[src/shared/lpw_pkg.sv]
// Purpose: shared constants and types for the low-power wake controller
// Assumes: APB slave with 32-bit data, one word per register
// Notes:   vector values are the 16-bit addresses of the high byte of each pair

package lpw_pkg;

    // ==========================================================
    // register map
    localparam logic [7:0]  ADDR_CTRL       = 8'h00;
    localparam logic [7:0]  ADDR_STATUS     = 8'h04;
    localparam logic [7:0]  ADDR_VECTOR     = 8'h08;
    localparam int          CTRL_SHORT_BIT  = 0;
    localparam int          CTRL_EXTMASK_BIT = 1;
    localparam logic        CTRL_SHORT_RST  = 1'b0;
    localparam logic        CTRL_EXTMASK_RST = 1'b0;

    // ==========================================================
    // vector pairs
    localparam logic [15:0] VEC_RESET    = 16'hFFFE;
    localparam logic [15:0] VEC_BREAK    = 16'hFFFC;
    localparam logic [15:0] VEC_IRQ      = 16'hFFFA;
    localparam logic [15:0] VEC_CLKGEN   = 16'hFFF8;
    localparam logic [15:0] VEC_T1_CH0   = 16'hFFF6;
    localparam logic [15:0] VEC_T1_CH1   = 16'hFFF4;
    localparam logic [15:0] VEC_T1_OVF   = 16'hFFF2;
    localparam logic [15:0] VEC_T2_CH0   = 16'hFFF0;
    localparam logic [15:0] VEC_T2_OVF   = 16'hFFEC;
    localparam logic [15:0] VEC_SPI_RX   = 16'hFFEA;
    localparam logic [15:0] VEC_SPI_TX   = 16'hFFE8;
    localparam logic [15:0] VEC_SCI_ERR  = 16'hFFE6;
    localparam logic [15:0] VEC_SCI_RX   = 16'hFFE4;
    localparam logic [15:0] VEC_SCI_TX   = 16'hFFE2;
    localparam logic [15:0] VEC_KEYPAD   = 16'hFFE0;
    localparam logic [15:0] VEC_ADC      = 16'hFFDE;
    localparam logic [15:0] VEC_TIMEBASE = 16'hFFDC;

    // ==========================================================
    // stop recovery, in oscillator reference clock cycles
    localparam int          RECOVERY_WIDTH = 12;
    localparam int          RECOVERY_LONG  = 4096;
    localparam int          RECOVERY_SHORT = 32;
    localparam int          OSC_DIV        = 4;

    // ==========================================================
    // types
    typedef enum logic [3:0] {
        ST_RUN     = 4'b0001,
        ST_WAIT    = 4'b0010,
        ST_STOP    = 4'b0100,
        ST_RECOVER = 4'b1000
    } lp_state_t;

    typedef struct packed {
        logic break_req;
        logic clkgen;
        logic t1_ch0;
        logic t1_ch1;
        logic t1_ovf;
        logic t2_ch0;
        logic t2_ovf;
        logic spi_rx;
        logic spi_tx;
        logic sci_err;
        logic sci_rx;
        logic sci_tx;
        logic keypad;
        logic adc;
        logic timebase;
    } irq_req_t;

    typedef struct packed {
        lp_state_t   state;
        logic        cpu_clk_en;
        logic        sys_clk_en;
        logic        imask;
        logic        pc_load;
        logic [15:0] pc_vector;
        logic [15:0] pending_vec;
        logic        pending_reset;
        logic        reset_out;
        logic        irq_pin_prev;
        logic        short_sel;
        logic        ext_mask;
        logic        pready;
        logic        pslverr;
        logic [31:0] prdata;
        logic        rec_start;
    } lpw_state_t;

endpackage

[src/logic/lpw_tick_divider.sv]
// Purpose: one-cycle enable pulse at the oscillator reference rate
// Assumes: DIV of at least 2
// Notes:   pulse is registered

`timescale 1ns/10ps
`default_nettype none

module lpw_tick_divider #(
    parameter int DIV = 4
) (
    input  wire logic clk,
    input  wire logic reset_n,
    output var  logic tick
);

    typedef struct packed {
        logic [15:0] count;
        logic        tick;
    } div_state_t;

    div_state_t s_reg;
    div_state_t s_next;

    always_comb begin
        s_next      = s_reg;
        s_next.tick = 1'b0;
        if (s_reg.count == 16'(DIV - 1)) begin
            s_next.count = 16'h0000;
            s_next.tick  = 1'b1;
        end else begin
            s_next.count = s_reg.count + 16'h0001;
        end
    end

    always_ff @(posedge clk or negedge reset_n) begin
        if (!reset_n) begin
            s_reg <= '0;
        end else begin
            s_reg <= s_next;
        end
    end

    assign tick = s_reg.tick;

endmodule // lpw_tick_divider

`default_nettype wire

[src/logic/lpw_recovery_counter.sv]
// Purpose: stop recovery delay counter clocked by the oscillator tick
// Assumes: start is a one-cycle pulse; tick is a one-cycle enable
// Notes:   done pulses the cycle after the last counted tick

`timescale 1ns/10ps
`default_nettype none

module lpw_recovery_counter #(
    parameter int LONG_COUNT = lpw_pkg::RECOVERY_LONG
) (
    input  wire logic clk,
    input  wire logic reset_n,
    input  wire logic tick,
    input  wire logic start,
    input  wire logic short_sel,
    output var  logic busy,
    output var  logic done
);

    typedef struct packed {
        logic [lpw_pkg::RECOVERY_WIDTH-1:0] count;
        logic                               busy;
        logic                               done;
    } rec_state_t;

    rec_state_t s_reg;
    rec_state_t s_next;

    always_comb begin
        s_next      = s_reg;
        s_next.done = 1'b0;
        if (start) begin
            // short_sel is latched here so a late write cannot stretch the count
            s_next.busy  = 1'b1;
            s_next.count = short_sel
                ? lpw_pkg::RECOVERY_WIDTH'(lpw_pkg::RECOVERY_SHORT - 1)
                : lpw_pkg::RECOVERY_WIDTH'(LONG_COUNT - 1);
        end else if (s_reg.busy && tick) begin
            if (s_reg.count == '0) begin
                s_next.busy = 1'b0;
                s_next.done = 1'b1;
            end else begin
                s_next.count = s_reg.count - 1'b1;
            end
        end
    end

    always_ff @(posedge clk or negedge reset_n) begin
        if (!reset_n) begin
            s_reg <= '0;
        end else begin
            s_reg <= s_next;
        end
    end

    assign busy = s_reg.busy;
    assign done = s_reg.done;

endmodule // lpw_recovery_counter

`default_nettype wire

[src/logic/low_power_wake_control.sv]
// Purpose: wake control for the wait and stop low-power states
// Assumes: all inputs synchronous to CLK; WAIT_ENTER/STOP_ENTER are pulses
// Notes:   registers on APB; vector and clock enables are registered
//
// Notes on behaviour
// - in wait, a reset or enabled interrupt restarts CPU clock and loads a vector
// - external reset pin low resets and loads FFFE/FFFF from either low-power state
// - falling edge on external interrupt pin in wait wakes with vector FFFA
// - with emulation active, break wakes from wait or stop with vector FFFC
// - watchdog timeout in wait resets and loads vector FFFE
// - clock generator request in wait wakes with vector FFF8
// - keypad request in wait wakes with vector FFE0
// - timer one overflow FFF2, channel 1 FFF4, channel 0 FFF6 wake wait
// - timer two overflow FFEC and channel 0 FFF0 wake wait
// - serial peripheral transmit FFE8 and receive FFEA wake wait
// - async serial transmit FFE2, receive FFE4, receive error FFE6 wake wait
// - converter conversion complete wakes wait with vector FFDE
// - timebase request wakes wait with vector FFDC
// - stop exits only on reset pin, ext pin, keypad, low voltage, break, timebase
// - timebase rollover in stop gives periodic wake with vector FFDC
// - after stop exit the system clocks stay off for 4096 reference cycles
// - short recovery select cuts the stop recovery delay to 32 cycles
// - entering low power clears interrupt mask; reset wake sets, interrupt keeps clear
// - external pin wakes only while its wake mask bit is clear

`timescale 1ns/10ps
`default_nettype none

module low_power_wake_control #(
    parameter int RECOVERY_LONG_CYCLES = lpw_pkg::RECOVERY_LONG,
    parameter int OSC_DIV              = lpw_pkg::OSC_DIV
) (
    input  wire logic              CLK,
    input  wire logic              RESET_N,
    input  wire logic              PSEL,
    input  wire logic              PENABLE,
    input  wire logic              PWRITE,
    input  wire logic [7:0]        PADDR,
    input  wire logic [31:0]       PWDATA,
    output var  logic [31:0]       PRDATA,
    output var  logic              PREADY,
    output var  logic              PSLVERR,
    input  wire logic              WAIT_ENTER,
    input  wire logic              STOP_ENTER,
    input  wire logic              EXT_RESET_N,
    input  wire logic              EXT_IRQ_PIN,
    input  wire logic              EMULATION_MODE,
    input  wire logic              WDOG_TIMEOUT,
    input  wire logic              LVM_RESET,
    input  wire lpw_pkg::irq_req_t IRQ_REQ,
    output var  logic              CPU_CLK_EN,
    output var  logic              SYS_CLK_EN,
    output var  logic              CPU_IMASK,
    output var  logic              PC_LOAD,
    output var  logic [15:0]       PC_VECTOR,
    output var  logic              DEVICE_RESET
);

    // ==========================================================
    // vector selection, highest vector address wins
    function automatic logic [16:0] vector_pick(input lpw_pkg::irq_req_t r,
                                                input logic pin_ok);
        logic [16:0] v;
        v = 17'h00000;
        if (r.break_req)     v = {1'b1, lpw_pkg::VEC_BREAK};
        else if (pin_ok)     v = {1'b1, lpw_pkg::VEC_IRQ};
        else if (r.clkgen)   v = {1'b1, lpw_pkg::VEC_CLKGEN};
        else if (r.t1_ch0)   v = {1'b1, lpw_pkg::VEC_T1_CH0};
        else if (r.t1_ch1)   v = {1'b1, lpw_pkg::VEC_T1_CH1};
        else if (r.t1_ovf)   v = {1'b1, lpw_pkg::VEC_T1_OVF};
        else if (r.t2_ch0)   v = {1'b1, lpw_pkg::VEC_T2_CH0};
        else if (r.t2_ovf)   v = {1'b1, lpw_pkg::VEC_T2_OVF};
        else if (r.spi_rx)   v = {1'b1, lpw_pkg::VEC_SPI_RX};
        else if (r.spi_tx)   v = {1'b1, lpw_pkg::VEC_SPI_TX};
        else if (r.sci_err)  v = {1'b1, lpw_pkg::VEC_SCI_ERR};
        else if (r.sci_rx)   v = {1'b1, lpw_pkg::VEC_SCI_RX};
        else if (r.sci_tx)   v = {1'b1, lpw_pkg::VEC_SCI_TX};
        else if (r.keypad)   v = {1'b1, lpw_pkg::VEC_KEYPAD};
        else if (r.adc)      v = {1'b1, lpw_pkg::VEC_ADC};
        else if (r.timebase) v = {1'b1, lpw_pkg::VEC_TIMEBASE};
        return v;
    endfunction

    // ==========================================================
    // wake qualification
    lpw_pkg::lpw_state_t s_reg;
    lpw_pkg::lpw_state_t s_next;
    lpw_pkg::irq_req_t   req_wait;
    lpw_pkg::irq_req_t   req_stop;
    logic                irq_fall;
    logic                pin_ok;
    logic [16:0]         pick_wait;
    logic [16:0]         pick_stop;
    logic                reset_wait;
    logic                reset_stop;
    logic                osc_tick;
    logic                rec_busy;
    logic                rec_done;
    logic                apb_access;

    always_comb begin
        irq_fall           = s_reg.irq_pin_prev & ~EXT_IRQ_PIN;
        pin_ok             = irq_fall & ~s_reg.ext_mask;
        req_wait           = IRQ_REQ;
        req_wait.break_req = IRQ_REQ.break_req & EMULATION_MODE;
        // only these sources keep running while the clocks are stopped
        req_stop           = '0;
        req_stop.break_req = req_wait.break_req;
        req_stop.keypad    = IRQ_REQ.keypad;
        req_stop.timebase  = IRQ_REQ.timebase;
        pick_wait          = vector_pick(req_wait, pin_ok);
        pick_stop          = vector_pick(req_stop, pin_ok);
        reset_wait         = ~EXT_RESET_N | LVM_RESET | WDOG_TIMEOUT;
        // watchdog is unclocked in stop, so it cannot end it
        reset_stop         = ~EXT_RESET_N | LVM_RESET;
        apb_access         = PSEL & PENABLE;
    end

    lpw_tick_divider #(
        .DIV     (OSC_DIV)
    ) u_div (
        .clk     (CLK),
        .reset_n (RESET_N),
        .tick    (osc_tick)
    );

    lpw_recovery_counter #(
        .LONG_COUNT (RECOVERY_LONG_CYCLES)
    ) u_rec (
        .clk       (CLK),
        .reset_n   (RESET_N),
        .tick      (osc_tick),
        .start     (s_reg.rec_start),
        .short_sel (s_reg.short_sel),
        .busy      (rec_busy),
        .done      (rec_done)
    );

    // ==========================================================
    // state machine and register file
    always_comb begin
        s_next              = s_reg;
        s_next.pc_load      = 1'b0;
        s_next.reset_out    = 1'b0;
        s_next.rec_start    = 1'b0;
        s_next.irq_pin_prev = EXT_IRQ_PIN;
        unique case (s_reg.state)
            lpw_pkg::ST_RUN: begin
                if (reset_wait) begin
                    s_next.reset_out = 1'b1;
                    s_next.pc_load   = 1'b1;
                    s_next.pc_vector = lpw_pkg::VEC_RESET;
                    s_next.imask     = 1'b1;
                end else if (WAIT_ENTER) begin
                    s_next.state      = lpw_pkg::ST_WAIT;
                    s_next.cpu_clk_en = 1'b0;
                    s_next.imask      = 1'b0;
                end else if (STOP_ENTER) begin
                    s_next.state      = lpw_pkg::ST_STOP;
                    s_next.cpu_clk_en = 1'b0;
                    s_next.sys_clk_en = 1'b0;
                    s_next.imask      = 1'b0;
                end
            end
            lpw_pkg::ST_WAIT: begin
                if (reset_wait) begin
                    // reset is tested first so it wins over any interrupt
                    s_next.state      = lpw_pkg::ST_RUN;
                    s_next.cpu_clk_en = 1'b1;
                    s_next.reset_out  = 1'b1;
                    s_next.pc_load    = 1'b1;
                    s_next.pc_vector  = lpw_pkg::VEC_RESET;
                    s_next.imask      = 1'b1;
                end else if (pick_wait[16]) begin
                    s_next.state      = lpw_pkg::ST_RUN;
                    s_next.cpu_clk_en = 1'b1;
                    s_next.pc_load    = 1'b1;
                    s_next.pc_vector  = pick_wait[15:0];
                end
            end
            lpw_pkg::ST_STOP: begin
                if (reset_stop || pick_stop[16]) begin
                    s_next.state         = lpw_pkg::ST_RECOVER;
                    s_next.rec_start     = 1'b1;
                    s_next.pending_reset = reset_stop;
                    s_next.pending_vec   = reset_stop ? lpw_pkg::VEC_RESET
                                                      : pick_stop[15:0];
                end
            end
            lpw_pkg::ST_RECOVER: begin
                if (reset_stop) begin
                    s_next.pending_reset = 1'b1;
                    s_next.pending_vec   = lpw_pkg::VEC_RESET;
                end
                if (rec_done) begin
                    // clocks stay gated until the counter expires
                    s_next.state      = lpw_pkg::ST_RUN;
                    s_next.cpu_clk_en = 1'b1;
                    s_next.sys_clk_en = 1'b1;
                    s_next.pc_load    = 1'b1;
                    s_next.pc_vector  = reset_stop ? lpw_pkg::VEC_RESET : s_reg.pending_vec;
                    s_next.reset_out  = s_reg.pending_reset | reset_stop;
                    s_next.imask      = s_reg.pending_reset | reset_stop;
                end
            end
        endcase

        // apb: one wait state, answer registered
        s_next.pready  = 1'b0;
        s_next.pslverr = 1'b0;
        s_next.prdata  = 32'h00000000;
        if (apb_access && !s_reg.pready) begin
            s_next.pready = 1'b1;
            unique case (PADDR)
                lpw_pkg::ADDR_CTRL: begin
                    s_next.prdata[lpw_pkg::CTRL_SHORT_BIT]   = s_reg.short_sel;
                    s_next.prdata[lpw_pkg::CTRL_EXTMASK_BIT] = s_reg.ext_mask;
                end
                lpw_pkg::ADDR_STATUS: begin
                    s_next.prdata[7:0] = {s_reg.pending_reset, s_reg.imask, s_reg.sys_clk_en,
                                          s_reg.cpu_clk_en, s_reg.state};
                end
                lpw_pkg::ADDR_VECTOR: begin
                    s_next.prdata[15:0] = s_reg.pc_vector;
                end
                default: begin
                    s_next.pslverr = 1'b1;
                end
            endcase
        end
        if (apb_access && s_reg.pready && PWRITE && PADDR == lpw_pkg::ADDR_CTRL) begin
            s_next.short_sel = PWDATA[lpw_pkg::CTRL_SHORT_BIT];
            s_next.ext_mask  = PWDATA[lpw_pkg::CTRL_EXTMASK_BIT];
        end
    end

    always_ff @(posedge CLK or negedge RESET_N) begin
        if (!RESET_N) begin
            s_reg              <= '0;
            s_reg.state        <= lpw_pkg::ST_RUN;
            s_reg.cpu_clk_en   <= 1'b1;
            s_reg.sys_clk_en   <= 1'b1;
            s_reg.imask        <= 1'b1;
            s_reg.pc_vector    <= lpw_pkg::VEC_RESET;
            s_reg.irq_pin_prev <= 1'b1;
            s_reg.short_sel    <= lpw_pkg::CTRL_SHORT_RST;
            s_reg.ext_mask     <= lpw_pkg::CTRL_EXTMASK_RST;
        end else begin
            s_reg <= s_next;
        end
    end

    assign PRDATA       = s_reg.prdata;
    assign PREADY       = s_reg.pready;
    assign PSLVERR      = s_reg.pslverr;
    assign CPU_CLK_EN   = s_reg.cpu_clk_en;
    assign SYS_CLK_EN   = s_reg.sys_clk_en;
    assign CPU_IMASK    = s_reg.imask;
    assign PC_LOAD      = s_reg.pc_load;
    assign PC_VECTOR    = s_reg.pc_vector;
    assign DEVICE_RESET = s_reg.reset_out;

    // ==========================================================
    // checks
    logic [12:0] tick_cnt;

    always_ff @(posedge CLK or negedge RESET_N) begin
        if (!RESET_N) begin
            tick_cnt <= 13'h0000;
        end else if (s_reg.rec_start) begin
            tick_cnt <= 13'h0000;
        end else if (rec_busy && osc_tick) begin
            tick_cnt <= tick_cnt + 13'h0001;
        end
    end
endmodule // low_power_wake_control

`default_nettype wire

[config.mk]
export PLATFORM = sky130hd
export DESIGN_NAME = low_power_wake_control
export DESIGN_NICKNAME = d
export VERILOG_FILES = /design/src/shared/lpw_pkg.sv /design/src/logic/lpw_tick_divider.sv /design/src/logic/lpw_recovery_counter.sv /design/src/logic/low_power_wake_control.sv
export SDC_FILE = /design/constraint.sdc
export NUM_CORES = 1
export LEC_CHECK = 0
export BUFFER_PORTS_ARGS = -buffer_cell sky130_fd_sc_hd__buf_2
export CAP_MARGIN = 10
export CORE_MARGIN = 2
export CORE_UTILIZATION = 46
export CTS_CLUSTER_SIZE = 40
export DETAILED_ROUTE_END_ITERATION = 12
export GPL_TIMING_DRIVEN = 0
export PLACE_DENSITY = 0.76
export SKIP_CTS_REPAIR_TIMING = 1
export SLEW_MARGIN = 20
export SYNTH_ARGS = -nofsm -noshare
export SYNTH_HDL_FRONTEND = slang
export SYNTH_HIERARCHICAL = 1
export SYNTH_SLANG_ARGS = --single-unit
[constraint.sdc]
create_clock -name CLK -period 1.96 [get_ports CLK]
set_clock_uncertainty 0.15 [all_clocks]
set_input_delay 0.49 -clock CLK [delete_from_list [all_inputs] [get_ports CLK]]
set_output_delay 0.49 -clock CLK [all_outputs]
set_load 0.02 [all_outputs]
* Word level (Yosys, flattened, before mapping) *
Cells that the tools add are included.

storage, ports and cells
  flip-flop bits (word level) = 95
  input bits = 67
  output and inout bits = 55
  logic and storage cells = 137

operators by class
  add/subtract/negate cells = 2
  eq/ne operators = 19
  muxes and demuxes = 61
  bitwise gates (word level) = 10
  reductions and logical operators = 24

operators with widths
  kind                                                                     count
  17-bit 2-to-1 mux                                                        24
  16-bit 2-to-1 mux                                                        4
  18-bit one-hot mux with 3 select lines                                   1
  17-bit one-hot mux with 2 select lines                                   1
  12-bit 2-to-1 mux                                                        2
  24-bit 2-to-1 mux                                                        1
  16-bit by 1-bit adder with 16-bit output (second input constant)         1
  16-bit by 2-bit equality test with 1-bit output (second input constant)  1
  2-bit inequality test (second input constant)                            8
  4-bit one-hot mux with 4 select lines                                    1
  5-bit 2-to-1 mux                                                         3
  5-bit AND reduction                                                      3
  14-bit 2-to-1 mux                                                        1
  13-bit 2-to-1 mux                                                        1
  12-bit zero test                                                         1
  6-bit one-hot mux with 2 select lines                                    1
  12-bit by 1-bit subtractor with 12-bit output (second input constant)    1
  1-bit 2-to-1 mux                                                         11
  8-bit by 3-bit equality test with 1-bit output (second input constant)   1
  8-bit by 4-bit equality test with 1-bit output (second input constant)   1
  8-bit zero test                                                          1
  8-bit 2-to-1 mux                                                         1
  4-bit AND reduction                                                      2
  2-bit nonzero test                                                       4
  25 further kinds                                                         40

* Longest topological paths before layout *
  depth after elaboration = 19
  depth in mapped cells = 7
  gate-level depth less buffers = 6

* By module *
The synthesis kept the hierarchy.

by module, submodules not included
  module                  instances  cells each  area each (um2)  sequential area each (um2)
  low_power_wake_control  1          229         2248.4           914.6
  lpw_recovery_counter    1          85          822.0            350.3
  lpw_tick_divider        1          67          767.0            425.4

* Worst setup path before layout *
No wires, ideal clock.

  path kind = input port to flip-flop
  start = input port IRQ_REQ[2] (netlist name)
  end = register s_reg (netlist bit PC_VECTOR[5])
  library setup time = 0.082 ns
  arrival = 1.756 ns
  path slack = -0.029 ns
  stages = 6
  path buffers = 1
  cells stage by stage = buf_2 -> nor4_4 -> nand4_2 -> o21ai_4 -> nand3_4 -> mux2_4

on the way
  cells in the longest elaborated chain, start to end = 17
  elaborated cells between the ends (all ways) = 19

RTL lines
  element                                 line                           source
  start, declared                         low_power_wake_control.sv:50   input wire lpw_pkg::irq_req_t IRQ_REQ,
  17-bit 2-to-1 mux *                     low_power_wake_control.sv:78   else if (r.keypad) v = {1'b1, lpw_pkg::VEC_KEYPAD};
  17-bit 2-to-1 mux *                     low_power_wake_control.sv:77   else if (r.sci_tx) v = {1'b1, lpw_pkg::VEC_SCI_TX};
  17-bit 2-to-1 mux *                     low_power_wake_control.sv:76   else if (r.sci_rx) v = {1'b1, lpw_pkg::VEC_SCI_RX};
  17-bit 2-to-1 mux *                     low_power_wake_control.sv:75   else if (r.sci_err) v = {1'b1, lpw_pkg::VEC_SCI_ERR};
  17-bit 2-to-1 mux *                     low_power_wake_control.sv:74   else if (r.spi_tx) v = {1'b1, lpw_pkg::VEC_SPI_TX};
  17-bit 2-to-1 mux *                     low_power_wake_control.sv:73   else if (r.spi_rx) v = {1'b1, lpw_pkg::VEC_SPI_RX};
  17-bit 2-to-1 mux *                     low_power_wake_control.sv:72   else if (r.t2_ovf) v = {1'b1, lpw_pkg::VEC_T2_OVF};
  17-bit 2-to-1 mux *                     low_power_wake_control.sv:71   else if (r.t2_ch0) v = {1'b1, lpw_pkg::VEC_T2_CH0};
  17-bit 2-to-1 mux *                     low_power_wake_control.sv:70   else if (r.t1_ovf) v = {1'b1, lpw_pkg::VEC_T1_OVF};
  17-bit 2-to-1 mux *                     low_power_wake_control.sv:69   else if (r.t1_ch1) v = {1'b1, lpw_pkg::VEC_T1_CH1};
  17-bit 2-to-1 mux *                     low_power_wake_control.sv:68   else if (r.t1_ch0) v = {1'b1, lpw_pkg::VEC_T1_CH0};
  17-bit 2-to-1 mux *                     low_power_wake_control.sv:67   else if (r.clkgen) v = {1'b1, lpw_pkg::VEC_CLKGEN};
  17-bit 2-to-1 mux *                     low_power_wake_control.sv:66   else if (pin_ok) v = {1'b1, lpw_pkg::VEC_IRQ};
  17-bit 2-to-1 mux *                     low_power_wake_control.sv:65   if (r.break_req) v = {1'b1, lpw_pkg::VEC_BREAK};
  17-bit 2-to-1 mux                       low_power_wake_control.sv:174  end else if (pick_wait[16]) begin
  17-bit 2-to-1 mux                       low_power_wake_control.sv:166  if (reset_wait) begin
  18-bit one-hot mux with 3 select lines  low_power_wake_control.sv:147  unique case (s_reg.state)
  end signal, assigned                    low_power_wake_control.sv:249  s_reg <= s_next;
  end, declared                           low_power_wake_control.sv:86   lpw_pkg::lpw_state_t s_reg;

Every way passes the cells marked *; elsewhere a longest branch is shown, timed or not. The select of a mux whose other input is x is not followed.
A chain may end at the register's enable or synchronous reset.

* Worst setup path in the final report *
  start = register s_reg[37] (netlist name)
  end = register s_reg (netlist bit PC_VECTOR[5])

on the way
  cells in the longest elaborated chain, start to end = 7
  elaborated cells between the ends (all ways) = 9

RTL lines
  element                                 line                           source
  1-bit AND *                             low_power_wake_control.sv:102  irq_fall = s_reg.irq_pin_prev & ~EXT_IRQ_PIN;
  1-bit AND *                             low_power_wake_control.sv:103  pin_ok = irq_fall & ~s_reg.ext_mask;
  17-bit 2-to-1 mux *                     low_power_wake_control.sv:66
  17-bit 2-to-1 mux *                     low_power_wake_control.sv:65
  17-bit 2-to-1 mux                       low_power_wake_control.sv:174
  17-bit 2-to-1 mux                       low_power_wake_control.sv:166
  18-bit one-hot mux with 3 select lines  low_power_wake_control.sv:147

Marked as above.

==> summary.txt <==
Clock Pin Slew Worst Setup and Hold Paths -> 0.07 ns
Register area share after synthesis -> 44.05%
First-pass iteration count of the detailed router -> 5
R2r setup slk -> 0.06 ns
GRT overflow -> 0
Status -> complete, no violations
Avg Cell Area, Syn -> 10.07 um^2
Synth Instances -> 381
I/O pin cnt -> 122
Area taken by multi-input logic gates -> 1823 um^2
Global-route wire length before repair -> 13760 um
Max Slew Vio Count -> 0
Met3 Use GR -> 3.715%
Slowest-stage cell, CP -> dfstp_2
Chip Height -> 95.34 um
Number of flops mapped to enable cells by yosys -> 0
Min-Delay Startpoint -> EXT_IRQ_PIN
Setup violations, final -> 0
Fillers -> 705
Power Dens Cells -> 938.0 nW/um^2
FMAX -> 0.5254 GHz
Die Area -> 9089 um^2
CTS tree -> built
Post-DR vias/cell -> 5.281
Nets -> 558
R2R Path Start -> s_reg[37]
GR Util met1 -> 23.66%
Via count -> 3158
RSZ-0062 raised after global routing -> false
Synth Flop Type -> dfrtp_1
Max reg flops -> 16
Initial antenna violation count -> 0
Register bit total from synthesis -> 67
CP Max Fanout -> 6
CP max stage delay -> 0.52 ns
Synth cell types -> 70
Critical path type -> reg -> reg
Top Family by Delay on Critical Path -> simple AND/OR/NAND/NOR gates
First DRT Iteration DRCs -> 136
Cts bufs inserted -> 9
Synth warn -> 6
Max-cap violation count -> 0
Dpl cells -> 576
Hold Crit Class -> in -> reg
Fraction of layout cells with a size suffix above 1 -> 38.34%
Clk_lat worst skew -> 0.34 ns
Critical path required time -> 2.08 ns
Final hold violations -> 0
Die Width -> 95.34 um
Capturing point of the worst reg2reg path -> PC_VECTOR[5]
DRT antenna net count -> 0
Worst reg2reg path depth -> 5
Core Footprint -> 8134 um^2
Area Overhead vs Synth -> 22.66%
Period utilisation layout -> 97.10%
Power consumption -> 4.415 mW
Ys async rst share -> 100.0%
Largest net degree at the start of global routing -> 45
DRC -> 0
FP Rows -> 33
Flip-flop and latch area -> 1694 um^2
Hpwl dp -> 6250 um
Longest Clk Path Bufs -> 2
Worst setup SP type -> register
Leak pwr -> 2.178 nW
Post-synthesis cell area -> 3837 um^2
Clock sinks -> 67
Grt peak-use layer -> met2
Worst Hold End -> s_reg[37]
Worst setup EP type -> register
Inserted Diodes -> 0
Peak VDD IR -> 0.0004641 V
Worst path cell trace -> or3b_1, nand3_2, o21ai_4, nand3_4, mux2_4
Vias in the first global route -> 2993
Met2 GRT Util -> 32.81%
CP arrival -> 2.03 ns
IO Port Bufs -> 73
Filler-free cell count of the finished design -> 598
CTS H-Tree Depth -> 3
RD Place Congestion -> 0.8891
Min cycle time layout -> 1.903 ns
Root Buffer -> clkbuf_8
Starting Density -> 47.18%
WL per Instance -> 13.82 um
Buf/Inv on CP -> 0
Total track usage -> 19.17%
WHS Path Cells -> 1
DRT Wirelength -> 8266 um
worst max-delay path by stage:
stage                        from            to  slack [ns]  cells after the start
floorplan                PADDR[5]     s_reg[35]        0.03                      4
global placement        LVM_RESET  PC_VECTOR[5]       -0.37                      6
detailed placement      LVM_RESET  PC_VECTOR[5]       -0.40                      6
CTS                     s_reg[35]     s_reg[54]       -0.07                      5
global route        PC_VECTOR[14]  PC_VECTOR[9]       0.004                      2
finish                  s_reg[37]  PC_VECTOR[5]        0.06                      5
cell usage after synthesis (3+ instances only):
master,n,area (um^2)
nor3b_1,4,30.03
a22oi_1,4,30.03
dfrtp_1,56,1401
o32a_1,6,60.06
ha_1,3,37.54
o21ai_1,6,30.03
nand3_2,3,30.03
o21ai_0,6,30.03
dfstp_2,11,289.0
buf_4,49,367.9
buf_2,3,15.01
inv_1,7,26.28
nor2_1,39,146.4
a31oi_1,3,18.77
nand3b_1,4,30.03
nand3_1,11,55.05
o21a_1,4,30.03
a21oi_1,18,90.09
nor3_1,13,65.06
nand4_1,9,56.30
xnor2_1,7,61.31
mux2_2,3,33.78
nand2b_1,3,18.77
nor4_1,8,50.05
xor2_1,11,96.34
o31ai_1,4,30.03
nor2b_1,5,31.28
nand2_1,20,75.07
a21o_1,3,22.52
routing by layer:
layer | share of wire [%] | up-vias
met3 | 5.5 | 20
met2 | 49 | 102
li1 | - | 1539
met1 | 43 | 1497
met5 | 0 | -
met4 | 2.1 | 0
cell usage in the layout, fill, tap and decap left out, types with 4 or more instances in the layout:
| cell type | instances |
|---|---|
| nand3_2 | 5 |
| nor2_1 | 39 |
| xnor2_1 | 7 |
| buf_2 | 75 |
| buf_4 | 55 |
| a21oi_1 | 18 |
| a22oi_1 | 4 |
| nor2b_1 | 5 |
| o21ai_1 | 5 |
| o21ai_0 | 6 |
| o31ai_1 | 4 |
| nand4_1 | 9 |
| dfrtp_1 | 53 |
| nand3_1 | 9 |
| nor4_1 | 8 |
| nor3_1 | 13 |
| nand2_1 | 20 |
| nand3b_1 | 4 |
| o32a_1 | 6 |
| clkbuf_8 | 10 |
| o21a_1 | 4 |
| inv_1 | 7 |
| conb_1 | 17 |
| dfstp_2 | 11 |
| xor2_1 | 11 |
final cells by class:
class	count	share of cell area (%)
clock buffer	10	2.924
buffer	54	8.293
sequential	67	35.99
tap	105	2.791
timing repair buffer	80	9.250
inverter	8	0.6380
clock inverter	6	1.382
multi-input combinational	268	38.73
worst reg2reg max path, cell delays in order, from the launching register on:
cell and delay [ns]:
dfstp_2 0.52, or3b_1 0.42, nand3_2 0.20, o21ai_4 0.10, nand3_4 0.14, mux2_4 0.30
where the power goes:
| group | leakage (nW) | switching, mW | internal [mW] | total (mW) |
|---|---|---|---|---|
| clock | 0.102 | 0.546 | 0.622 | 1.17 |
| sequential | 0.794 | 0.258 | 1.65 | 1.90 |
| combinational | 1.28 | 0.714 | 0.629 | 1.34 |
logic make-up after synthesis:
family,Yosys count,synth area share (%)
compound gates,77,14.38
simple gates,147,23.64
buf+inv,62,10.96
fa+ha+maj,3,0.9783
xor+xnor,18,4.108
mux,6,1.793
other cells,1,0.09772
flops,67,44.05
metrics by stage:
step / setup slack [ns] / cell area [um^2] / hold WS [ns] / util (%) / TNS [ns]
5_1_grt: 0.004295 / 4707 / 0.1157 / 57.87 / 0
2_1_floorplan: 0.03415 / 3897 / 0.04441 / - / 0
3_5_place_dp: -0.3988 / 4417 / 0.2545 / 54.30 / -4.538
6_report: 0.05680 / 4707 / 0.1281 / 57.87 / 0
4_1_cts: -0.06574 / 4619 / -0.1208 / 56.79 / -0.2449
3_3_place_gp: -0.3699 / 4394 / 0.3146 / 54.02 / -3.879
Power figures use the tool's default switching activity.
